--- config.mk ---
export PLATFORM = sky130hd
export DESIGN_NAME = branch_call_compare_exec
export DESIGN_NICKNAME = d
export VERILOG_FILES = /design/src/common/bcc_pkg.sv /design/src/rtl/branch_call_compare_exec.sv /design/src/rtl/return_stack.sv
export VERILOG_INCLUDE_DIRS = /design/src /design/src/common
export SDC_FILE = /design/constraint.sdc
export NUM_CORES = 1
export LEC_CHECK = 0
export ABC_AREA = 1
export BUFFER_PORTS_ARGS = -buffer_cell sky130_fd_sc_hd__buf_4
export CAP_MARGIN = 10
export CORE_MARGIN = 2
export CORE_UTILIZATION = 30
export DETAILED_ROUTE_END_ITERATION = 8
export PLACE_DENSITY_LB_ADDON = 0.05
export REMOVE_ABC_BUFFERS = 1
export SLEW_MARGIN = 30
export SYNTH_ARGS = -nofsm -noshare
export SYNTH_HDL_FRONTEND = slang
export SYNTH_SLANG_ARGS = --single-unit
--- constraint.sdc ---
create_clock -name core_clk -period 5.78 [get_ports core_clk]
set_clock_uncertainty 0.15 [all_clocks]
set_input_delay 0.289 -clock core_clk [delete_from_list [all_inputs] [get_ports core_clk]]
set_output_delay 0.289 -clock core_clk [all_outputs]
set_load 0.005 [all_outputs]
--- src/common/bcc_map.svh ---
`ifndef BCC_MAP_SVH
`define BCC_MAP_SVH

// datapath widths
`define BCC_PC_W          32
`define BCC_EXT_W         40
`define BCC_INT_MSB       31
`define BCC_EXP_MSB       39
`define BCC_EXP_LSB       32
`define BCC_CNT_W         2

// program counter arithmetic
`define BCC_PC_RESET      32'h0000_0000
`define BCC_PC_STEP       32'h0000_0001
`define BCC_DELAY_OFFSET  32'h0000_0003

// delay slots behind a delayed branch
`define BCC_DELAY_SLOTS   2'h3
`define BCC_SLOT_LAST     2'h1
`define BCC_SLOT_NONE     2'h0

// extended-precision float: exponent bias flip turns a signed exponent into an ordered key
`define BCC_EXP_FLIP      8'h80

// return-address stack
`define BCC_STACK_DEPTH   8
`define BCC_STACK_AW      3
`define BCC_STACK_PTR_RST 3'h0
`define BCC_STACK_PTR_ONE 3'h1

`endif

--- src/common/bcc_pkg.sv ---
package bcc_pkg;

  typedef enum logic [3:0] {
    OP_OTHER,                  // any instruction outside this slice
    OP_BRANCH_IF,              // conditional branch, standard
    OP_BRANCH_IF_DELAYED,      // branch_if_delayed
    OP_JUMP_ALWAYS_STANDARD,   // jump_always_standard
    OP_JUMP_ALWAYS_DELAYED,    // jump_always_delayed
    OP_CALL,                   // unconditional subroutine call
    OP_SUBROUTINE_INVOKE_IF,   // subroutine_invoke_if
    OP_FLOAT_COMPARE_TWO_OP,   // float_compare_two_op
    OP_FLOAT_COMPARE_THREE_OP, // float_compare_three_op
    OP_INT_COMPARE_TWO_OP,     // int_compare_two_op
    OP_INT_COMPARE_THREE_OP    // int_compare_three_op
  } opcode_t;

  typedef struct packed {
    opcode_t     op;           // decoded operation
    logic        condTrue;     // condition code evaluated true
    logic        targetIsReg;  // target operand is a register
    logic [31:0] target;       // register contents or immediate value
    logic [39:0] opA;          // extended_precision_reg / destination / src1
    logic [39:0] opB;          // src / src2
  } instr_t;

  typedef struct packed {
    logic n;                   // negative / less-than
    logic z;                   // zero / equal
    logic v;                   // overflow
    logic c;                   // borrow
  } flags_t;

  typedef struct packed {
    logic        valid;        // push strobe
    logic [31:0] data;         // return address
  } push_t;

endpackage

--- src/rtl/branch_call_compare_exec.sv ---
// Operation
// - true conditional branch or call with register target loads register into program_counter.
// - true standard conditional branch or call with immediate: program_counter += immediate.
// - true delayed conditional branch with immediate: target is immediate plus program_counter plus 3.
// - false condition: program_counter advances by 1, stack and flow untouched.
// - calls taken push program_counter plus 1 onto stack_top before transferring.
// - float two-operand compare sets flags on register minus source, writes nothing.
// - integer two-operand compare sets flags on destination minus source, destination unchanged.
// - three-operand compares set flags on src1 minus src2 only, storing nothing.
`timescale 1ns/10ps
`default_nettype none
`include "bcc_map.svh"

module branch_call_compare_exec
(
  input  wire logic                core_clk,      // core clock, 250 MHz
  input  wire logic                rst_n,         // synchronous reset, active low
  input  wire logic                instValid,     // one instruction executes this cycle
  input  wire bcc_pkg::instr_t     instr,         // decoded instruction and operands
  output logic [`BCC_PC_W-1:0]     programCounter,// registered program_counter
  output bcc_pkg::flags_t          flags,         // registered status flags
  output logic                     flagsUpdated,  // registered pulse: compare wrote flags
  output logic [`BCC_PC_W-1:0]     stackTop,      // registered stack_top
  output logic [`BCC_STACK_AW-1:0] stackDepth,    // registered push count
  output logic                     delayPending,  // registered: delayed transfer in flight
  output logic                     slotRefused    // comb pulse: transfer in a delay slot ignored
);
  import bcc_pkg::*;

  // ==========================================================
  // arithmetic helpers

  // integer subtract a - b, flags from the 32-bit result
  function automatic flags_t intSubFlags(input logic [`BCC_INT_MSB:0] a,
                                         input logic [`BCC_INT_MSB:0] b);
    logic [`BCC_INT_MSB+1:0] diff;
    flags_t                  f;
    diff = {1'b0, a} - {1'b0, b};
    f.n  = diff[`BCC_INT_MSB];
    f.z  = (diff[`BCC_INT_MSB:0] == '0);
    f.v  = (a[`BCC_INT_MSB] ^ b[`BCC_INT_MSB]) & (a[`BCC_INT_MSB] ^ diff[`BCC_INT_MSB]);
    f.c  = diff[`BCC_INT_MSB+1];
    return f;
  endfunction

  // float subtract a - b reduced to its sign and zero; no result is formed,
  // so only ordering matters and rounding cannot disturb the flags
  function automatic flags_t floatSubFlags(input logic [`BCC_EXT_W-1:0] a,
                                           input logic [`BCC_EXT_W-1:0] b);
    logic                 signA;
    logic                 signB;
    logic [`BCC_EXT_W-1:0] keyA;
    logic [`BCC_EXT_W-1:0] keyB;
    flags_t               f;
    signA = a[`BCC_INT_MSB];
    signB = b[`BCC_INT_MSB];
    keyA  = {a[`BCC_EXP_MSB:`BCC_EXP_LSB] ^ `BCC_EXP_FLIP, a[`BCC_INT_MSB:0]};
    keyB  = {b[`BCC_EXP_MSB:`BCC_EXP_LSB] ^ `BCC_EXP_FLIP, b[`BCC_INT_MSB:0]};
    f.z   = (a == b);
    if (signA != signB)
      f.n = signA;
    else if (signA)
      f.n = (keyA > keyB);
    else
      f.n = (keyA < keyB);
    f.v   = 1'b0;
    f.c   = 1'b0;
    return f;
  endfunction

  // target of a taken conditional transfer
  function automatic logic [`BCC_PC_W-1:0] condTarget(input logic                 isReg,
                                                       input logic [`BCC_PC_W-1:0] value,
                                                       input logic [`BCC_PC_W-1:0] pc,
                                                       input logic [`BCC_PC_W-1:0] offset);
    if (isReg)
      return value;
    return value + pc + offset;
  endfunction

  // ==========================================================
  // state

  logic [`BCC_PC_W-1:0]  pc_q;
  logic [`BCC_PC_W-1:0]  pc_d;
  logic [`BCC_PC_W-1:0]  delayTarget_q;
  logic [`BCC_PC_W-1:0]  delayTarget_d;
  logic [`BCC_CNT_W-1:0] slots_q;
  logic [`BCC_CNT_W-1:0] slots_d;
  flags_t                flags_q;
  flags_t                flags_d;
  logic                  flagsUpd_q;
  logic                  flagsUpd_d;
  push_t                 push;
  logic                  isTransfer;
  logic [`BCC_PC_W-1:0]  pcNext;

  assign pcNext = pc_q + `BCC_PC_STEP;

  // transfers are the only instructions that may not sit in a delay slot
  always_comb
  begin
    case (instr.op)
      OP_BRANCH_IF,
      OP_BRANCH_IF_DELAYED,
      OP_JUMP_ALWAYS_STANDARD,
      OP_JUMP_ALWAYS_DELAYED,
      OP_CALL,
      OP_SUBROUTINE_INVOKE_IF: isTransfer = 1'b1;
      default:                 isTransfer = 1'b0;
    endcase
  end

  // ==========================================================
  // program counter, delay slots and stack push
  // a transfer issued inside delay slots is executed as a plain step:
  // nesting would need a queue of targets that this core does not keep
  always_comb
  begin
    pc_d          = pc_q;
    delayTarget_d = delayTarget_q;
    slots_d       = slots_q;
    push.valid    = 1'b0;
    push.data     = pcNext;
    slotRefused   = 1'b0;
    if (instValid)
    begin
      pc_d = pcNext;
      if (slots_q != `BCC_SLOT_NONE)
      begin
        slots_d     = slots_q - `BCC_SLOT_LAST;
        slotRefused = isTransfer;
        if (slots_q == `BCC_SLOT_LAST)
          pc_d = delayTarget_q;
      end
      else
      begin
        case (instr.op)
          OP_BRANCH_IF:
          begin
            if (instr.condTrue)
              pc_d = condTarget(instr.targetIsReg, instr.target, pc_q, '0);
          end
          OP_BRANCH_IF_DELAYED:
          begin
            if (instr.condTrue)
            begin
              delayTarget_d = condTarget(instr.targetIsReg, instr.target, pc_q, `BCC_DELAY_OFFSET);
              slots_d       = `BCC_DELAY_SLOTS;
            end
          end
          OP_JUMP_ALWAYS_STANDARD:
            pc_d = instr.target;
          OP_JUMP_ALWAYS_DELAYED:
          begin
            delayTarget_d = instr.target;
            slots_d       = `BCC_DELAY_SLOTS;
          end
          OP_CALL:
          begin
            push.valid = 1'b1;
            pc_d       = instr.target;
          end
          OP_SUBROUTINE_INVOKE_IF:
          begin
            if (instr.condTrue)
            begin
              push.valid = 1'b1;
              pc_d       = condTarget(instr.targetIsReg, instr.target, pc_q, '0);
            end
          end
          default:
            pc_d = pcNext;
        endcase
      end
    end
  end

  always_ff @(posedge core_clk)
  begin
    if (!rst_n)
    begin
      pc_q          <= `BCC_PC_RESET;
      delayTarget_q <= `BCC_PC_RESET;
      slots_q       <= `BCC_SLOT_NONE;
    end
    else
    begin
      pc_q          <= pc_d;
      delayTarget_q <= delayTarget_d;
      slots_q       <= slots_d;
    end
  end

  // ==========================================================
  // compares: flags only, no register write port exists here at all
  always_comb
  begin
    flags_d    = flags_q;
    flagsUpd_d = 1'b0;
    if (instValid)
    begin
      case (instr.op)
        OP_FLOAT_COMPARE_TWO_OP,
        OP_FLOAT_COMPARE_THREE_OP:
        begin
          flags_d    = floatSubFlags(instr.opA, instr.opB);
          flagsUpd_d = 1'b1;
        end
        OP_INT_COMPARE_TWO_OP,
        OP_INT_COMPARE_THREE_OP:
        begin
          flags_d    = intSubFlags(instr.opA[`BCC_INT_MSB:0], instr.opB[`BCC_INT_MSB:0]);
          flagsUpd_d = 1'b1;
        end
        default:
          flagsUpd_d = 1'b0;
      endcase
    end
  end

  always_ff @(posedge core_clk)
  begin
    if (!rst_n)
    begin
      flags_q    <= '0;
      flagsUpd_q <= 1'b0;
    end
    else
    begin
      flags_q    <= flags_d;
      flagsUpd_q <= flagsUpd_d;
    end
  end

  // ==========================================================
  // return-address stack
  return_stack u_stack
  (
    .core_clk (core_clk),
    .rst_n    (rst_n),
    .push     (push),
    .stackTop (stackTop),
    .depth    (stackDepth)
  );

  assign programCounter = pc_q;
  assign flags          = flags_q;
  assign flagsUpdated   = flagsUpd_q;
  assign delayPending   = (slots_q != `BCC_SLOT_NONE);

endmodule

`default_nettype wire

--- src/rtl/return_stack.sv ---
`timescale 1ns/10ps
`default_nettype none
`include "bcc_map.svh"

module return_stack
(
  input  wire logic                  core_clk, // core clock
  input  wire logic                  rst_n,    // synchronous reset, active low
  input  wire bcc_pkg::push_t        push,     // push request with data
  output logic [`BCC_PC_W-1:0]       stackTop, // registered top of stack
  output logic [`BCC_STACK_AW-1:0]   depth     // entries pushed, wraps when full
);
  import bcc_pkg::*;

  logic [`BCC_PC_W-1:0]     mem_q [`BCC_STACK_DEPTH];
  logic [`BCC_STACK_AW-1:0] ptr_q;
  logic [`BCC_STACK_AW-1:0] ptr_d;
  logic [`BCC_PC_W-1:0]     top_q;
  logic [`BCC_PC_W-1:0]     top_d;

  // ==========================================================
  // pointer and top next state
  // overflow wraps and overwrites the oldest entry; no trap here
  always_comb
  begin
    ptr_d = ptr_q;
    top_d = top_q;
    if (push.valid)
    begin
      ptr_d = ptr_q + `BCC_STACK_PTR_ONE;
      top_d = push.data;
    end
  end

  // storage has no reset, only the pointer and top do
  always_ff @(posedge core_clk)
  begin
    if (push.valid)
      mem_q[ptr_q] <= push.data;
  end

  always_ff @(posedge core_clk)
  begin
    if (!rst_n)
    begin
      ptr_q <= `BCC_STACK_PTR_RST;
      top_q <= `BCC_PC_RESET;
    end
    else
    begin
      ptr_q <= ptr_d;
      top_q <= top_d;
    end
  end

  assign stackTop = top_q;
  assign depth    = ptr_q;

endmodule

`default_nettype wire

==> results of run 1 <==
## kinds of logic (layout without fill, tap and decap cells)
family,count (synthesis),after routing,share of synthesized area
AOI/OAI and AO/OA,464,464,0.2151
xor gates and xnor gates,43,43,0.03075
adders and majority gates,78,78,0.08091
buffers and inverters,423,582,0.1308
DFF,106,106,0.1733
and+or+nand+nor,1052,1052,0.3692
## cell type report
| cell class | count | area (sq um) |
|---|---|---|
| fillers | 4657 | 26040 |
| multi-input cells | 1637 | 8544 |
| flip-flops and latches | 106 | 2122 |
| repair buffers | 202 | 1516 |
| inverters | 364 | 1370 |
| well taps | 532 | 665.6 |
| clock buffers | 11 | 232.7 |
| clock inverters | 5 | 62.56 |
## per-stage QoR
step                total power, mW  std cells  hold WS [ps]
finish                        2.756       2857         57.55
global route                  2.945       2857         79.07
floorplan                     1.609       2107         262.1
detailed placement            2.090       2841         303.7
global placement              2.091       2841         300.2
CTS                           2.769       2857         50.98
## path summary, 6_finish.rpt
check                                  startpoint                 to  slack [ps]  depth (start not counted)
worst min register to register   u_stack.depth[2]   u_stack.depth[2]         310                          2
worst max-delay path            programCounter[0]  delayTarget_q[18]        2380                         14
worst min-delay path                    instr[80]   delayTarget_q[0]          60                          3
worst max register to register  programCounter[0]  delayTarget_q[18]        2380                         14
## per-layer routing
metal,GRT usage,part of all wire,wire length (um),up-vias
met4,0.07015,0.026,1433,0
met5,0,0,0,-
met2,0.4138,0.45,24470,491
li1,-,-,-,7380
met3,0.03248,0.055,2993,68
met1,0.3484,0.47,25230,6827
## cell usage after synthesis (4+ instances only)
cell	instances	area share
nor3_1	28	0.011
a31oi_1	4	0.0020
nor2_1	206	0.063
nor2_2	12	0.0061
inv_2	27	0.0083
nand2_1	590	0.18
nor4_1	7	0.0036
o21ai_0	120	0.049
xor2_1	31	0.022
nand4_1	31	0.016
o221ai_1	29	0.021
o22ai_1	19	0.0097
clkbuf_1	51	0.016
xnor2_1	12	0.0086
clkinv_1	5	0.0015
a21o_1	9	0.0055
o21ai_1	9	0.0037
o211ai_1	7	0.0043
nand3_2	6	0.0049
inv_1	332	0.10
nor2_4	6	0.0055
o21bai_1	5	0.0031
o21a_1	4	0.0025
a221oi_1	4	0.0029
a22oi_1	17	0.010
nand2_2	19	0.0097
a21oi_1	221	0.090
dfxtp_1	106	0.17
ha_1	76	0.078
nand3b_1	8	0.0049
a2bb2oi_1	5	0.0036
nand3_1	126	0.051
buf_2	4	0.0016
## placed cells by master (no fill, tap or decap), types with 3 or more instances in the layout
cell type / count
and2_1: 3
a21oi_1: 219
a211oi_1: 3
o21ai_0: 119
nor4_1: 7
nand3_1: 126
nand2_2: 20
o21a_1: 4
o22ai_1: 19
nor2_2: 13
o211ai_1: 7
xor2_1: 31
a31oi_1: 4
xnor2_1: 12
nor2_4: 6
inv_1: 329
nand3_2: 6
ha_1: 76
clkbuf_16: 9
a21oi_2: 4
a2bb2oi_1: 5
nor3_1: 28
clkinv_1: 5
a221oi_1: 4
nand3b_1: 8
buf_4: 202
inv_2: 28
dfxtp_1: 106
o21ai_1: 10
o21bai_1: 5
o221ai_1: 29
a21o_1: 9
nand4_1: 31
nand2_1: 589
nor2_1: 205
a22oi_1: 17
## critical path, delay by kind of cell, from the launching register on
family | cells | cell delay, ps
fa+ha+maj | 3 | 1120
flops | 1 | 410
buf+inv | 1 | 70
compound gates | 2 | 280
simple gates | 8 | 1200
## power breakdown
group	total [mW]	leakage, nW	switching [mW]	internal [mW]
sequential	0.832	0.859	0.0648	0.767
clock	0.669	0.136	0.330	0.340
combinational	1.25	6.28	0.831	0.423
## sequential cells by signal, indices dropped and copies added, names as in the netlist
register and flops:
delayTarget_q 32, flags 4, u_stack.depth 3, flagsUpdated 1, programCounter 32, u_stack.stackTop 32, slots_q 2
==> results_dict.tcl, run 1 <==
set metrics [dict create \
    worstPathArrival_ps 3480 \
    final_util 0.3579 \
    synth_edf_count 0 \
    drv_slew 0 \
    grt_pass1_vias 13795 \
    avgSynthCellArea_sq_um 5.655 \
    dp_hpwl_um 42980 \
    timing_hold_violations_final 0 \
    cts.sinks 106 \
    clock_latency_ps 390 \
    ir_worst_vdd_mv 0.1487 \
    grt_first_pass_wirelength_um 81850 \
    finalInstanceArea_sq_mm 0.01451 \
    die_area_sq_mm 0.04246 \
    netlist_instances 2166 \
    finalSetupTns_ps 0 \
    cts_tree "done" \
    ys_warn_count 0 \
    clock.fmax_mhz 294.3 \
    diodes 0 \
    yosysSeqAreaShare 0.1733 \
    hold_class "primary input to flip-flop" \
    dr.first_iter.drc_count 1091 \
    wl_per_cell_um 18.94 \
    core_area_sq_mm 0.04055 \
    area_delta_synth_final_pct 18.50 \
    finalCriticalPeriod_ps 3398 \
    first_pass_iters 5 \
    numPortBuffers 194 \
    routed_via_density 5.168 \
    num_vias 14766 \
    die_w_um 206.1 \
    grt_usage 0.2533 \
    finalSetupViolCount 0 \
    clkTransAtPathRegs_ps 80 \
    initial_core_util 0.3020 \
    yosysUniqueCellTypes 50 \
    leakagePower_nw 7.276 \
    pwr_density_cell_mw_per_mm2 189.9 \
    path_cells "ha_1 -> fa_1 -> inv_1 -> ha_1 -> nor2_1 -> nand3_2 -> nor2_4 -> nand2_4 -> nor2_8 -> nand3_4 -> o21ai_0 -> nand3_1 -> nand2_1 -> a21oi_1" \
    cts_hold_buf 0 \
    antenna_found_initial 0 \
    clock-root-buffer "clkbuf_16" \
    wl_um 54120 \
    critPathMaxFanout 9 \
    critPathLaunchType "flip-flop" \
    ctsHtreeMaxLevel 3 \
    cp-end-kind "flip-flop" \
    die_y_um 206.1 \
    timing.final.ws_setup_ps 2382 \
    drive_above_1_share 0.1312 \
    grt_max_degree 69 \
    async_flop_share 0 \
    postCtsSetupBuffers 0 \
    maxCapViolCount 0 \
    post-route-period-util 0.5878 \
    cts_made_buffers 9 \
    rows 74 \
    tightest_slew_ps 1026 \
    ant_nets 0 \
    nets 2519 \
    worst_path_max_delay_cell "fa_1" \
    gp_congestion 0.9413 \
    status "finished, final reports clean" \
    ys_ff_latch 106 \
    rsz0062_at_grt "no" \
    cp_slowest_stage_delay_ps 570 \
    drc 0 \
    worstSetupPathType "flip-flop to flip-flop" \
    crit_top_cell "ha_1" \
    required_ps 5860 \
    dpl_worst_slack_ps 2432 \
    ios 195 \
    grt_overflow_total 0 \
    cts_resized 0 \
    syn-cell-area_sq_mm 0.01225 \
    cts_buffer_depth 2 \
    dpl_cell_area_sq_mm 0.01421 \
    synth_ff_type "dfxtp_1" \
    slew_headroom 0.3098 \
]
No activity file was read; power rests on OpenSTA's default activity.
==> run 2, diff against run 1 <==
clock period = 3.5 ns   (was 5.78 ns; I/O delays follow)
==> run 2 against run 1 <==
  * Via count up 0.95%
  * Worst hold slack worse by 32 ps
  * Global-route usage up 0.61 points
  * Critical path depth up 4
  * Sequential power up 60%
  * Total power up 67%
  * Non-clock buffer count up 55
  * Routed wire length up 1.7%
  * Register-to-register slack worse by 2000 ps
  * Critical endpoint is now delayTarget_q[26]
  * Largest cell class unchanged
  * Largest power group unchanged
==> results_dict.tcl, run 2 (synthesis gave the netlist of run 1 again) <==
set metrics [dict create \
    dr.first_iter.drc_count 1068 \
    cts_tree "done" \
    diodes 0 \
    place_inst 2889 \
    maxCapViolCount 0 \
    ios 195 \
    crit_top_cell "nand2_1" \
    hold_class "primary input to flip-flop" \
    drc 0 \
    p_sw_frac 0.4491 \
    seq_power_share 0.289 \
    drv_slew 0 \
    initial_core_util 0.3020 \
    grt_max_degree 55 \
    num_vias 14907 \
    nets 2574 \
    area_delta_synth_final_pct 22.06 \
    cts_made_buffers 9 \
    rsz0062_at_grt "yes" \
    pwr_density_cell_mw_per_mm2 307.6 \
    dp_hpwl_um 44790 \
    worst_path_max_delay_cell "fa_2" \
    clock_latency_ps 390 \
    antenna_found_initial 0 \
    routed_via_density 5.119 \
    core_area_sq_mm 0.04055 \
    die_y_um 206.1 \
    clkTransAtPathRegs_ps 80 \
    post-route-period-util 0.9490 \
    ir_worst_vdd_mv 0.2600 \
    path_cells "dlygate4sd3_1 -> buf_4 -> ha_1 -> fa_2 -> inv_1 -> ha_1 -> nor2_2 -> nand3_2 -> nor2_4 -> nand2_4 -> nor2_8 -> nand3_4 -> nor2_4 -> nand2_1 -> nand2_1 -> nand3_1 -> nand2_1 -> a21oi_1" \
    clock.fmax_mhz 301.1 \
    numPortBuffers 194 \
    crit_family "simple AND/OR/NAND/NOR gates" \
    first_pass_iters 6 \
    path_buf_inv 3 \
    ant_nets 0 \
    cts_buffer_depth 2 \
    finalSetupTns_ps 0 \
    status "finished, final reports clean" \
    ctsHtreeMaxLevel 3 \
    finalCriticalPeriod_ps 3321 \
    leakagePower_nw 7.557 \
    wl_per_cell_um 18.90 \
    p_comb_frac 0.479 \
    cp_slowest_stage_delay_ps 590 \
    gp_congestion 0.9224 \
    dpl_worst_slack_ps 314.1 \
    clock-root-buffer "clkbuf_16" \
    die_area_sq_mm 0.04246 \
    die_w_um 206.1 \
    timing_hold_violations_final 0 \
    timing.final.ws_setup_ps 178.5 \
    worstPathArrival_ps 3410 \
    switchingPower_mw 2.065 \
    mostFrequentLayoutCells "nand2_1 (590), inv_1 (330), buf_4 (249)" \
    slew_headroom 0.3436 \
    grt_pass1_vias 14357 \
    cts.sinks 106 \
    power_frac_clock 0.232 \
    p_int_mw 2.533 \
    tightest_slew_ps 983.5 \
    cp-end-kind "flip-flop" \
    worstSetupPathType "primary input to flip-flop" \
    required_ps 3590 \
    drive_above_1_share 0.1496 \
    grt_overflow_total 0 \
    layout_commonest_cell "nand2_1" \
    critPathMaxFanout 7 \
    fin_cells 2912 \
    wl_um 55030 \
    grt_first_pass_wirelength_um 83590 \
    rows 74 \
    critPathLaunchType "primary input" \
    grt_usage 0.2593 \
    postCtsSetupBuffers 0 \
    finalSetupViolCount 0 \
]
[run 2: area by class of cell]
cell class,instances,area [sq um]
fillers,4623,25600
well taps,532,665.6
clock inverters,5,37.54
inverters,364,1371
multi-input cells,1637,8551
repair buffers,257,1959
flip-flops and latches,106,2122
clock buffers,11,242.7
[run 2: power by group through the flow]
| stage | clock network [mW] | logic (mW) | registers [mW] |
|---|---|---|---|
| after global placement | 0 | 2.17 | 1.36 |
| final | 1.07 | 2.20 | 1.33 |
| after global routing | 1.14 | 2.44 | 1.34 |
| after detailed placement | 0 | 2.17 | 1.36 |
| after floorplan | 0 | 1.30 | 1.36 |
| after CTS | 1.10 | 2.19 | 1.33 |
[run 2: routing by layer]
metal / up-vias / global-route usage / wire, um
li1: 7488 / - / -
met1: 6882 / 0.3461 / 25590
met2: 468 / 0.4354 / 25220
met3: 69 / 0.02980 / 2734
met4: 0 / 0.08087 / 1486
met5: - / 0 / 0
[run 2: stage by stage]
stage	utilization	hold WS (ps)	power (mW)	area, sq um
detailed placement	0.3594	303.0	3.526	14580
CTS	0.3681	12.33	4.619	14930
floorplan	-	148.1	2.657	12010
global placement	0.3593	298.5	3.526	14570
finish	0.3686	25.68	4.598	14950
global route	0.3686	41.97	4.920	14950
[run 2: path summary, 6_finish.rpt]
check | startpoint | to | slack (ps) | depth (start not counted)
worst max-delay path | instr[80] | delayTarget_q[26] | 180 | 18
worst min-delay path | instr[85] | delayTarget_q[5] | 30 | 3
worst max register to register | programCounter[20] | delayTarget_q[27] | 340 | 16
worst min register to register | u_stack.depth[2] | u_stack.depth[2] | 320 | 2
[run 2: repair_timing]
item	4_1_cts	5_1_grt
setup endpoints to repair	0	12
hold endpoints to repair	7	0
gates resized for setup	0	7
hold buffers	7	0
[run 2: worst register-to-register path: cells and delay by family, from the launching register on]
kind	cells	cell delay [ps]
buf+inv	1	90
compound gates	2	210
fa+ha+maj	1	540
simple gates	12	1610
flops	1	410
